[src/stepper_defs.svh]
// register offsets, field positions, reset values and table figures
`ifndef STEPPER_DEFS_SVH
`define STEPPER_DEFS_SVH

// ---------------------------------------------------------------
// register offsets (byte addresses)
// ---------------------------------------------------------------
`define OFF_CTRL      12'h000
`define OFF_STEP      12'h004
`define OFF_STATUS    12'h008
`define OFF_POS       12'h00C

// ---------------------------------------------------------------
// control fields
// ---------------------------------------------------------------
`define CTRL_MODE_LSB 0
`define CTRL_DIR_BIT  4
`define CTRL_EN_BIT   5
`define CTRL_RESET    32'h0000_0000

// ---------------------------------------------------------------
// table figures
// ---------------------------------------------------------------
`define LVL_FULL      4'hF
`define LVL_OFF       4'h0
`define IDX_WIDTH     4

`endif

[src/stepper_pkg.sv]
// types shared by the sequencer
package stepper_pkg;
  typedef enum logic [2:0] {
    MODE_WAVE,
    MODE_TWO_ON,
    MODE_HALF,
    MODE_HALF_SINE,
    MODE_QUARTER
  } drive_mode_t;

  typedef enum logic [1:0] {
    ST_IDLE,
    ST_ACCESS
  } bus_state_t;
endpackage

[src/stepper_phase_sequencer.sv]
// step sequencer for two bridge drivers of a bipolar stepper motor
//
// Notes on behaviour
// - Wave drive energises one winding at a time in order A, B, A*, B*.
// - Reverse rotation walks the wave sequence in reversed order.
// - Two-phase-on keeps both windings on through AB, A*B, A*B*, AB*.
// - Each two-phase-on step flips the polarity of exactly one winding.
// - Plain half step cycles A, AB, B, A*B, A*, A*B*, B*, AB*.
// - Compensated half step adds 45 degrees per step, 8 per cycle.
// - Level codes are rounded magnitudes of cosine (A) and sine (B).
// - Polarity A is 1 at 0-67.5 and 270-337.5, B is 1 at 0-157.5 degrees.
// - Quarter step has sixteen 22.5 degree entries, codes 15/14/11/6/0.
// - Both short (brake) outputs are held low in every stepping mode.
// - Full step modes drive all-ones level codes on each energised winding.
//
// The address map and the APB interface to the registers were left to the implementer.
`timescale 1ns/1ns
`default_nettype none
`include "stepper_defs.svh"

module stepper_phase_sequencer
  import stepper_pkg::*;
#(
  parameter int ADDR_W = 12
) (
  input  wire logic              CLK_I,
  input  wire logic              SRST_I,
  input  wire logic              PSEL_I,
  input  wire logic              PENABLE_I,
  input  wire logic              PWRITE_I,
  input  wire logic [ADDR_W-1:0] PADDR_I,
  input  wire logic [31:0]       PWDATA_I,
  output logic      [31:0]       PRDATA_O,
  output logic                   PREADY_O,
  output logic                   PSLVERR_O,
  input  wire logic              STEP_I,
  output logic                   POL_ONE_O,
  output logic                   POL_TWO_O,
  output logic      [3:0]        LEVEL_ONE_O,
  output logic      [3:0]        LEVEL_TWO_O,
  output logic                   WINDING_ONE_SHORT_O,
  output logic                   WINDING_TWO_SHORT_O
);

  // ---------------------------------------------------------------
  // register file
  // ---------------------------------------------------------------
  logic [31:0]             ctrl_q;
  logic [`IDX_WIDTH-1:0]   idx_q;
  logic [`IDX_WIDTH-1:0]   idx_d;
  logic [15:0]             step_cnt_q;
  logic                    step_sync1_q;
  logic                    step_sync2_q;
  logic                    step_prev_q;

  wire logic        acc      = PSEL_I & PENABLE_I;
  wire logic        wr       = acc & PWRITE_I;
  wire logic        hit_ctrl = (PADDR_I == `OFF_CTRL);
  wire logic        hit_step = (PADDR_I == `OFF_STEP);
  wire logic        hit_stat = (PADDR_I == `OFF_STATUS);
  wire logic        hit_pos  = (PADDR_I == `OFF_POS);
  wire logic        mapped   = hit_ctrl | hit_step | hit_stat | hit_pos;
  wire drive_mode_t mode     = drive_mode_t'(ctrl_q[`CTRL_MODE_LSB +: 3]);
  wire logic        dir_rev  = ctrl_q[`CTRL_DIR_BIT];
  wire logic        enable   = ctrl_q[`CTRL_EN_BIT];

  // zero wait state slave, error on unmapped address
  assign PREADY_O  = 1'b1;
  assign PSLVERR_O = acc & ~mapped;

  // control register write
  always_ff @(posedge CLK_I) begin
    if (SRST_I) begin
      ctrl_q <= `CTRL_RESET;
    end else if (wr && hit_ctrl) begin
      ctrl_q <= {26'h0, PWDATA_I[5:0]};
    end
  end

  // read data mux, registered
  always_ff @(posedge CLK_I) begin
    if (SRST_I) begin
      PRDATA_O <= 32'h0000_0000;
    end else if (PSEL_I && !PENABLE_I && !PWRITE_I) begin
      PRDATA_O <= hit_ctrl ? ctrl_q :
                  hit_stat ? {18'h0, LEVEL_TWO_O, LEVEL_ONE_O,
                              POL_TWO_O, POL_ONE_O, idx_q} :
                  hit_pos  ? {16'h0, step_cnt_q} : 32'h0000_0000;
    end
  end

  // ---------------------------------------------------------------
  // step request: pin edge or bus write
  // ---------------------------------------------------------------
  always_ff @(posedge CLK_I) begin
    if (SRST_I) begin
      step_sync1_q <= 1'b0;
      step_sync2_q <= 1'b0;
      step_prev_q  <= 1'b0;
    end else begin
      step_sync1_q <= STEP_I;
      step_sync2_q <= step_sync1_q;
      step_prev_q  <= step_sync2_q;
    end
  end

  wire logic step_req = enable &
                        ((step_sync2_q & ~step_prev_q) | (wr & hit_step));

  // ---------------------------------------------------------------
  // index walk
  // ---------------------------------------------------------------
  // table length per mode: 16 for quarter, 8 for half, 4 for full
  wire logic [`IDX_WIDTH-1:0] idx_mask =
    (mode == MODE_QUARTER) ? 4'hF :
    (mode == MODE_HALF || mode == MODE_HALF_SINE) ? 4'h7 : 4'h3;
  // up for forward, down for reverse, wrap by mask
  wire logic [`IDX_WIDTH-1:0] idx_step =
    dir_rev ? idx_q - 4'h1 : idx_q + 4'h1;

  assign idx_d = step_req ? (idx_step & idx_mask) : (idx_q & idx_mask);

  always_ff @(posedge CLK_I) begin
    if (SRST_I) begin
      idx_q      <= 4'h0;
      step_cnt_q <= 16'h0000;
    end else begin
      idx_q <= idx_d;
      if (step_req) begin
        step_cnt_q <= dir_rev ? step_cnt_q - 16'h0001 : step_cnt_q + 16'h0001;
      end
    end
  end

  // ---------------------------------------------------------------
  // sine tables, sixteen entries at 22.5 degrees
  // ---------------------------------------------------------------
  // magnitude of cosine at index i; sine is cosine shifted by four
  function automatic logic [3:0] cos_mag(input logic [3:0] i);
    case (i)
      4'h0, 4'h8:               cos_mag = `LVL_FULL;
      4'h1, 4'h7, 4'h9, 4'hF:   cos_mag = 4'hE;
      4'h2, 4'h6, 4'hA, 4'hE:   cos_mag = 4'hB;
      4'h3, 4'h5, 4'hB, 4'hD:   cos_mag = 4'h6;
      default:                  cos_mag = `LVL_OFF;
    endcase
  endfunction

  // quarter step index: compensated half step uses every second entry
  wire logic [3:0] qidx = (mode == MODE_QUARTER) ? idx_q :
                          {idx_q[2:0], 1'b0};
  wire logic [3:0] sidx = qidx - 4'h4;
  wire logic [3:0] sin_lvl = cos_mag(sidx);
  wire logic [3:0] cos_lvl = cos_mag(qidx);
  // polarity: A positive 0..<90 or >=270, B positive 0..<180
  wire logic pol_a_sin = (qidx < 4'h4) | (qidx >= 4'hC);
  wire logic pol_b_sin = (qidx < 4'h8);

  // ---------------------------------------------------------------
  // full step and plain half step patterns
  // ---------------------------------------------------------------
  // wave: A, B, A*, B*
  wire logic       wave_on_a = ~idx_q[0];
  wire logic       wave_pol  = ~idx_q[1];
  // two on: AB, A*B, A*B*, AB*; gray order flips one winding per step
  wire logic       two_pol_a = ~(idx_q[0] ^ idx_q[1]);
  wire logic       two_pol_b = ~idx_q[1];
  // half: odd entries both on, even entries one on
  wire logic [2:0] h = idx_q[2:0];
  wire logic       half_on_a = (h != 3'h2) && (h != 3'h6);
  wire logic       half_on_b = (h != 3'h0) && (h != 3'h4);
  wire logic       half_pol_a = (h <= 3'h1) || (h == 3'h7);
  wire logic       half_pol_b = (h <= 3'h3);

  // ---------------------------------------------------------------
  // output selection
  // ---------------------------------------------------------------
  logic       pol_a_d;
  logic       pol_b_d;
  logic [3:0] lvl_a_d;
  logic [3:0] lvl_b_d;

  always_comb begin
    pol_a_d = 1'b1;
    pol_b_d = 1'b1;
    lvl_a_d = `LVL_OFF;
    lvl_b_d = `LVL_OFF;
    case (mode)
      MODE_WAVE: begin
        pol_a_d = wave_pol;
        pol_b_d = wave_pol;
        lvl_a_d = wave_on_a ? `LVL_FULL : `LVL_OFF;
        lvl_b_d = wave_on_a ? `LVL_OFF : `LVL_FULL;
      end
      MODE_TWO_ON: begin
        pol_a_d = two_pol_a;
        pol_b_d = two_pol_b;
        lvl_a_d = `LVL_FULL;
        lvl_b_d = `LVL_FULL;
      end
      MODE_HALF: begin
        pol_a_d = half_pol_a;
        pol_b_d = half_pol_b;
        lvl_a_d = half_on_a ? `LVL_FULL : `LVL_OFF;
        lvl_b_d = half_on_b ? `LVL_FULL : `LVL_OFF;
      end
      MODE_HALF_SINE, MODE_QUARTER: begin
        pol_a_d = pol_a_sin;
        pol_b_d = pol_b_sin;
        lvl_a_d = cos_lvl;
        lvl_b_d = sin_lvl;
      end
      default: begin
        pol_a_d = 1'b1;
        pol_b_d = 1'b1;
      end
    endcase
  end

  // both windings registered together; driver stays off while disabled
  always_ff @(posedge CLK_I) begin
    if (SRST_I) begin
      POL_ONE_O   <= 1'b1;
      POL_TWO_O   <= 1'b1;
      LEVEL_ONE_O <= `LVL_OFF;
      LEVEL_TWO_O <= `LVL_OFF;
    end else begin
      POL_ONE_O   <= pol_a_d;
      POL_TWO_O   <= pol_b_d;
      LEVEL_ONE_O <= enable ? lvl_a_d : `LVL_OFF;
      LEVEL_TWO_O <= enable ? lvl_b_d : `LVL_OFF;
    end
  end

  // short inputs never asserted; supply lockout is the driver's own
  assign WINDING_ONE_SHORT_O = 1'b0;
  assign WINDING_TWO_SHORT_O = 1'b0;

  // ---------------------------------------------------------------
  // checks
  // ---------------------------------------------------------------
  property p_brake_low;
    @(posedge CLK_I) disable iff (SRST_I)
      !WINDING_ONE_SHORT_O && !WINDING_TWO_SHORT_O;
  endproperty
  a_brake_low: assert property (p_brake_low)
    else $error("short output raised");

  property p_full_level;
    @(posedge CLK_I) disable iff (SRST_I)
      (enable && mode == MODE_TWO_ON) |=> (LEVEL_ONE_O == 4'hF &&
                                          LEVEL_TWO_O == 4'hF);
  endproperty
  a_full_level: assert property (p_full_level)
    else $error("two-on level not full");

  property p_two_on_one_flip;
    @(posedge CLK_I) disable iff (SRST_I)
      (mode == MODE_TWO_ON && $stable(mode) && step_req) |-> ##2
        ((POL_ONE_O != $past(POL_ONE_O)) ^ (POL_TWO_O != $past(POL_TWO_O)));
  endproperty
  a_two_on_one_flip: assert property (p_two_on_one_flip)
    else $error("two-on step did not flip one winding");

  property p_wave_one_on;
    @(posedge CLK_I) disable iff (SRST_I)
      (enable && mode == MODE_WAVE) |=>
        ((LEVEL_ONE_O == 4'h0) != (LEVEL_TWO_O == 4'h0));
  endproperty
  a_wave_one_on: assert property (p_wave_one_on)
    else $error("wave drive not single winding");

  property p_walk;
    @(posedge CLK_I) disable iff (SRST_I)
      (step_req && $stable(mode)) |=>
        (idx_q == ($past(idx_step) & $past(idx_mask)));
  endproperty
  a_walk: assert property (p_walk)
    else $error("index walk wrong");

  property p_hold;
    @(posedge CLK_I) disable iff (SRST_I)
      (!step_req && mode == MODE_QUARTER && $stable(mode)) |=> $stable(idx_q);
  endproperty
  a_hold: assert property (p_hold)
    else $error("index moved without request");

  property p_quarter_codes;
    @(posedge CLK_I) disable iff (SRST_I)
      (enable && mode == MODE_QUARTER) |=> (LEVEL_ONE_O inside
        {4'h0, 4'h6, 4'hB, 4'hE, 4'hF});
  endproperty
  a_quarter_codes: assert property (p_quarter_codes)
    else $error("quarter code out of set");

  property p_sine_pol;
    @(posedge CLK_I) disable iff (SRST_I)
      (mode == MODE_HALF_SINE && idx_q == 4'h2) |=> !POL_ONE_O && POL_TWO_O;
  endproperty
  a_sine_pol: assert property (p_sine_pol)
    else $error("polarity at 90 degrees wrong");

endmodule
`default_nettype wire

[config.mk]
export PLATFORM = sky130hd
export DESIGN_NAME = stepper_phase_sequencer
export DESIGN_NICKNAME = d
export VERILOG_FILES = /design/src/stepper_pkg.sv /design/src/stepper_phase_sequencer.sv
export VERILOG_INCLUDE_DIRS = /design/src
export SDC_FILE = /design/constraint.sdc
export NUM_CORES = 1
export LEC_CHECK = 0
export BUFFER_PORTS_ARGS = -buffer_cell sky130_fd_sc_hd__buf_2
export CORE_UTILIZATION = 52
export DETAILED_ROUTE_END_ITERATION = 6
export MAX_ROUTING_LAYER = met4
export PLACE_DENSITY = 0.89
export SETUP_SLACK_MARGIN = 0.02
export SYNTH_ARGS = -nofsm -noshare
export SYNTH_HDL_FRONTEND = slang
export SYNTH_SLANG_ARGS = --single-unit
[constraint.sdc]
create_clock -name CLK_I -period 6.31 [get_ports CLK_I]
set_input_delay 1.262 -clock CLK_I [delete_from_list [all_inputs] [get_ports CLK_I]]
set_output_delay 1.262 -clock CLK_I [all_outputs]
set_load 0.03 [all_outputs]
---- Word-level counts from Yosys, hierarchy flattened ----
Memories as Yosys holds them, arrays and structs flattened.
Cells that the tools add are included.
storage, ports and cells
  bits in registers ....................... 71
  memory bits (read-only) ................. 128
  output and inout bits ................... 46
  memories kept ........................... 2
memory list
  name              depth  bits a word  read ports  clocked after Yosys merged registers in  wr ports  line                            source
  (name not given)  16     4            1           0                                        0         stepper_phase_sequencer.sv:140  case (i)
  (name not given)  16     4            1           0                                        0         stepper_phase_sequencer.sv:140
cells by class
  add/subtract/negate cells ............... 5
  $lt $le $gt $ge ......................... 5
  eq/ne operators ......................... 11
  mux-type cells .......................... 17
  bitwise operators ....................... 19
  reductions and logical operators ........ 15
operators with widths
  operator                                            count
  two-way mux 16 bit                                  4
  two-way mux 4 bit                                   8
  one-hot mux 4 bit (4 select lines)                  2
  == test 12 x 4 -> 1 bit, second input constant      2
  adder 16 x 1 -> 16 bit, second input constant       1
  subtractor 16 x 1 -> 16 bit, second input constant  1
  == test 12 x 3 -> 1 bit, second input constant      1
  logical NOT 12 bit                                  1
  AND 4 bit                                           2
  AND 1 bit                                           6
  == test 3 x 2 -> 1 bit, second input constant       2
  == test 3 bit, second input constant                2
  != test 3 bit, second input constant                2
  OR reduction 2 bit                                  3
  logical AND 1 bit                                   5
  inverter 1 bit                                      5
  OR 1 bit                                            5
  adder 4 x 1 -> 4 bit, second input constant         1
  >= comparator 4 bit, second input constant          1
  < comparator 4 x 3 -> 1 bit, second input constant  1
  < comparator 4 bit, second input constant           1
  one-hot mux 1 bit (4 select lines)                  1
  subtractor 4 x 1 -> 4 bit, second input constant    1
  subtractor 4 x 3 -> 4 bit, second input constant    1
  other kinds (11)                                    13

---- Logic depth before layout (Yosys ltp) ----
  depth in word-level cells ............... 6
  depth in mapped cells ................... 8
  depth with buffers taken out ............ 7

---- Worst setup path before layout ----
Ideal clock, no wire load.
  path type ............................... input port to output port
  start ................................... input PADDR_I[9]
  end ..................................... output PSLVERR_O
  data arrival time ....................... 2.419 ns
  required time ........................... 5.048 ns
  setup slack ............................. 2.629 ns
  cell stages on the path ................. 3
  buffers on the path ..................... 0
  cells stage by stage .................... or4_4 nor4_4 nor2_1
on the way
  word-level cells in the longest chain between the ends .. 6
RTL lines
  element                                                                  line                           source
  start, declared                                                          stepper_phase_sequencer.sv:31  input wire logic [ADDR_W-1:0] PADDR_I,
  == test 12 x 3 -> 1 bit (no line) or logical NOT 12 bit (tied branches)  --
  OR 1 bit (2 in a row)                                                    stepper_phase_sequencer.sv:62  wire logic mapped = hit_ctrl | hit_step | hit_stat | hit_pos;
  OR 1 bit *                                                               stepper_phase_sequencer.sv:62
  inverter 1 bit *                                                         stepper_phase_sequencer.sv:69  assign PSLVERR_O = acc & ~mapped;
  AND 1 bit *                                                              stepper_phase_sequencer.sv:69
  end, declared                                                            stepper_phase_sequencer.sv:35  output logic PSLVERR_O,
Mark *: on every way between the ends. The rest lies on a longest branch, timed or not.

---- Final worst setup path ----
Same ends and word-level chain as after synthesis.

==> metrics.yaml <==
status: "finished clean"
hpwl_mm: 5.92
ant_nets: 0
drc_errors: 0
drive_above_1_share: 0.141
clockBufferDepth: 2
dr_total_vias: 3144
synth_top_family_by_area: "simple AND/OR/NAND/NOR gates"
final_max_slew_viol_count: 0
synth_compound_area_frac: 0.218
cp_num_cells: 5
cts.hold.buffers_added: 0
die_area_um2: 6860
antenna_found_initial: 0
reg2regPathDepth: 8
worstPathMaxFanout: 10
drt_iter0_markers: 237
yosys-top-cells-count: "dfxtp_1 (55), nand2_1 (51), a21oi_1 (44), nor2_1 (38), o21ai_0 (26)"
drt_wl_total_mm: 8.32
overflow: 0
path_buf_inv: 2
cts_resized: 0
maxCapViolCount: 0
fin_crit_ns: 3.93
synth_seq_cells: 55
multi_input_area_um2: 2070
crit_path_start_kind: "input pin"
synth_top_area_share: 0.324
async_reset_ff_frac: 0
core_um2: 6310
netlist_instances: 426
cts_setup_buffers: 0
p_leak_nw: 1.52
place_congestion: 0.950
globalRouteTotalUtil: 0.244
setup.worst_path.start: "PADDR_I[9]"
vias_per_cell: 5.85
clkSlewWorstSetupHoldPaths_ns: 0.09
cpMaxStageDelayCell: "or4_4"
synthToLayoutAreaGrowth_pct: 8.25
muxShareOfSynthArea: 0.0354
final_hold_viol_count: 0
rrSetupSlack_ns: 3.50
timing.fmax_ghz: 0.255
clock-sinks: 55
grt_pass1_vias: 2946
setup_violations: 0
ioPinCount: 96
yosysUniqueCellTypes: 52
worstMarginPinSlew_ns: 1.04
slowest_delay_ns: 0.56
tritoncts: "yes"
grt_pass1_wl_mm: 13.5
synth_xor_area_frac: 0.0310
yosysSeqAreaShare: 0.324
final_nets: 531
utilization: 0.582
crit_path_cell_trace: "buf_2 -> or4_4 -> nor4_4 -> nor2_1 -> buf_2"
routedWlPerCell_um: 15.5
yosys_warnings: 0
synth_enable_flop_cells: 0
grt_max_degree: 63
p_per_area_nw_per_um2: 162
rsz0062_at_grt: "no"
cpLargestDelayFamily: "simple AND/OR/NAND/NOR gates"
num_rows: 29
worstPathRequired_ns: 5.05
hp-class: "register to register"
cp.arrival_ns: 2.67
setup-tns-final_ns: 0
die_y_um: 82.8
seq_area_um2: 1100
synth_fa_ha_area_frac: 0.0855
insertion_delay_ns: 0.31
synth_area_leader_cell: "dfxtp_1"
timing.rr.end: "step_cnt_q[14]$_SDFFE_PP0N_"
worstSetupPathType: "input pin to output pin"
die_width_um: 82.8
cts_buffers: 5
firstDrtPassIters: 5
r2r_start: "ctrl_q[4]$_SDFFE_PP0P_"
syn_area_um2: 3400
num_antenna_cells: 0
fin_worst_skew_ns: 0.0127
synth-simple-area-share: 0.218
max-vdd-ir-drop_mv: 0.126
synthTopCellsByArea: "dfxtp_1 (32%), ha_1 (7.4%), a21oi_1 (6.5%)"
slew_headroom: 0.304
yosysMostFrequentCell: "dfxtp_1"
crit_path_frequent_cell: "buf_2"
worstSetupEndpointType: "output pin"
cp-endpoint: "PSLVERR_O"
fillers: 554
start_util: 0.538
syn_avg_cell_area_um2: 7.97
htree_levels: 2
clockRootBuffer: "clkbuf_8"
fin_crit_sh: 0.622
synth_ff_type: "dfxtp_1"
portBuffers: 50
[area by class of cell]
class	instances	area share
clock buffer	7	0.0235
clock inverter	1	0.00238
inverter	13	0.0133
multi-input combinational	332	0.563
sequential	55	0.300
tap	77	0.0262
timing repair buffer	52	0.0722
[worst reg2reg max path: cells and delay by family (launching register included)]
family	cells	cell delay, ns
compound gates	4	1.04
simple gates	2	0.52
fa+ha+maj	1	0.50
buf+inv	1	0.25
flops	1	0.38
[where the power goes]
group	internal [W]	leakage, nW	switching, W	total (W)
Clock	0.0000902	0.0484	0.000115	0.000205
Combinational	0.0000108	1.03	0.0000313	0.0000421
Sequential	0.000349	0.444	0.00000153	0.000350
[layer usage]
metal  global-route usage  up-vias  routed length [um]
li1                     -     1533                   -
met3               0.0427       22                 527
met4               0.0846        0                 202
met5                    -        -                   0
met2                0.418      138                4140
met1                0.289     1451                3460
[flip-flops by register name, indices dropped and copies added (netlist names)]
| signal | cells |
|---|---|
| LEVEL_ONE_O | 4 |
| ctrl_q | 6 |
| POL_ONE_O | 1 |
| step_sync2_q | 1 |
| step_sync1_q | 1 |
| step_prev_q | 1 |
| LEVEL_TWO_O | 4 |
| idx_q | 4 |
| step_cnt_q | 16 |
| PRDATA_O | 16 |
| POL_TWO_O | 1 |
[placed cells by master (no fill, tap or decap), drive strengths merged, types with 3 or more instances in the layout]
cell / netlist / routed
a211oi: 7 / 7
nand3: 12 / 12
dfxtp: 55 / 55
ha: 20 / 20
or3: 5 / 5
o311ai: 3 / 3
buf: 25 / 52
nand2b: 3 / 3
a21o: 3 / 3
o21ai: 26 / 26
clkbuf: 18 / 7
nor3b: 6 / 6
nor4: 3 / 3
and2: 4 / 4
a211o: 4 / 4
mux2i: 12 / 12
conb: 2 / 19
o21a: 4 / 4
o211ai: 3 / 3
a21oi: 44 / 44
nor3: 9 / 9
nor2: 38 / 38
a22oi: 10 / 10
inv: 13 / 13
nand3b: 3 / 3
xnor2: 11 / 11
nor2b: 4 / 4
a31oi: 3 / 3
nand2: 51 / 51
o21bai: 3 / 3
[logic make-up after synthesis]
| logic type | Yosys count |
|---|---|
| fa+ha+maj | 22 |
| simple gates | 149 |
| compound gates | 118 |
| flops | 55 |
| xor+xnor | 12 |
| buf+inv | 56 |
| mux | 12 |
| other cells | 2 |
[how the worst min path moves through the flow]
stage | from | to | cells after the start
finish | step_sync1_q$_SDFF_PP0_ | step_sync2_q$_SDFF_PP0_ | 1
global route | step_sync1_q$_SDFF_PP0_ | step_sync2_q$_SDFF_PP0_ | 1
CTS | step_sync1_q$_SDFF_PP0_ | step_sync2_q$_SDFF_PP0_ | 1
detailed placement | step_sync1_q$_SDFF_PP0_ | step_sync2_q$_SDFF_PP0_ | 1
global placement | step_sync1_q$_SDFF_PP0_ | step_sync2_q$_SDFF_PP0_ | 1
floorplan | step_sync1_q$_SDFF_PP0_ | step_sync2_q$_SDFF_PP0_ | 1
[stage by stage]
stage          power [W]  hold WS (ns)  std cells  instance area, um^2  setup WS [ns]
3_5_place_dp    0.000400         0.428        529                 3580           2.40
4_1_cts         0.000599         0.450        537                 3680           2.39
2_1_floorplan   0.000398         0.414        443                 3460           2.63
3_3_place_gp    0.000399         0.417        529                 3580           2.43
5_1_grt         0.000613         0.462        537                 3680           2.30
6_report        0.000597         0.449        537                 3680           2.38
Power figures use the tool's default switching activity.
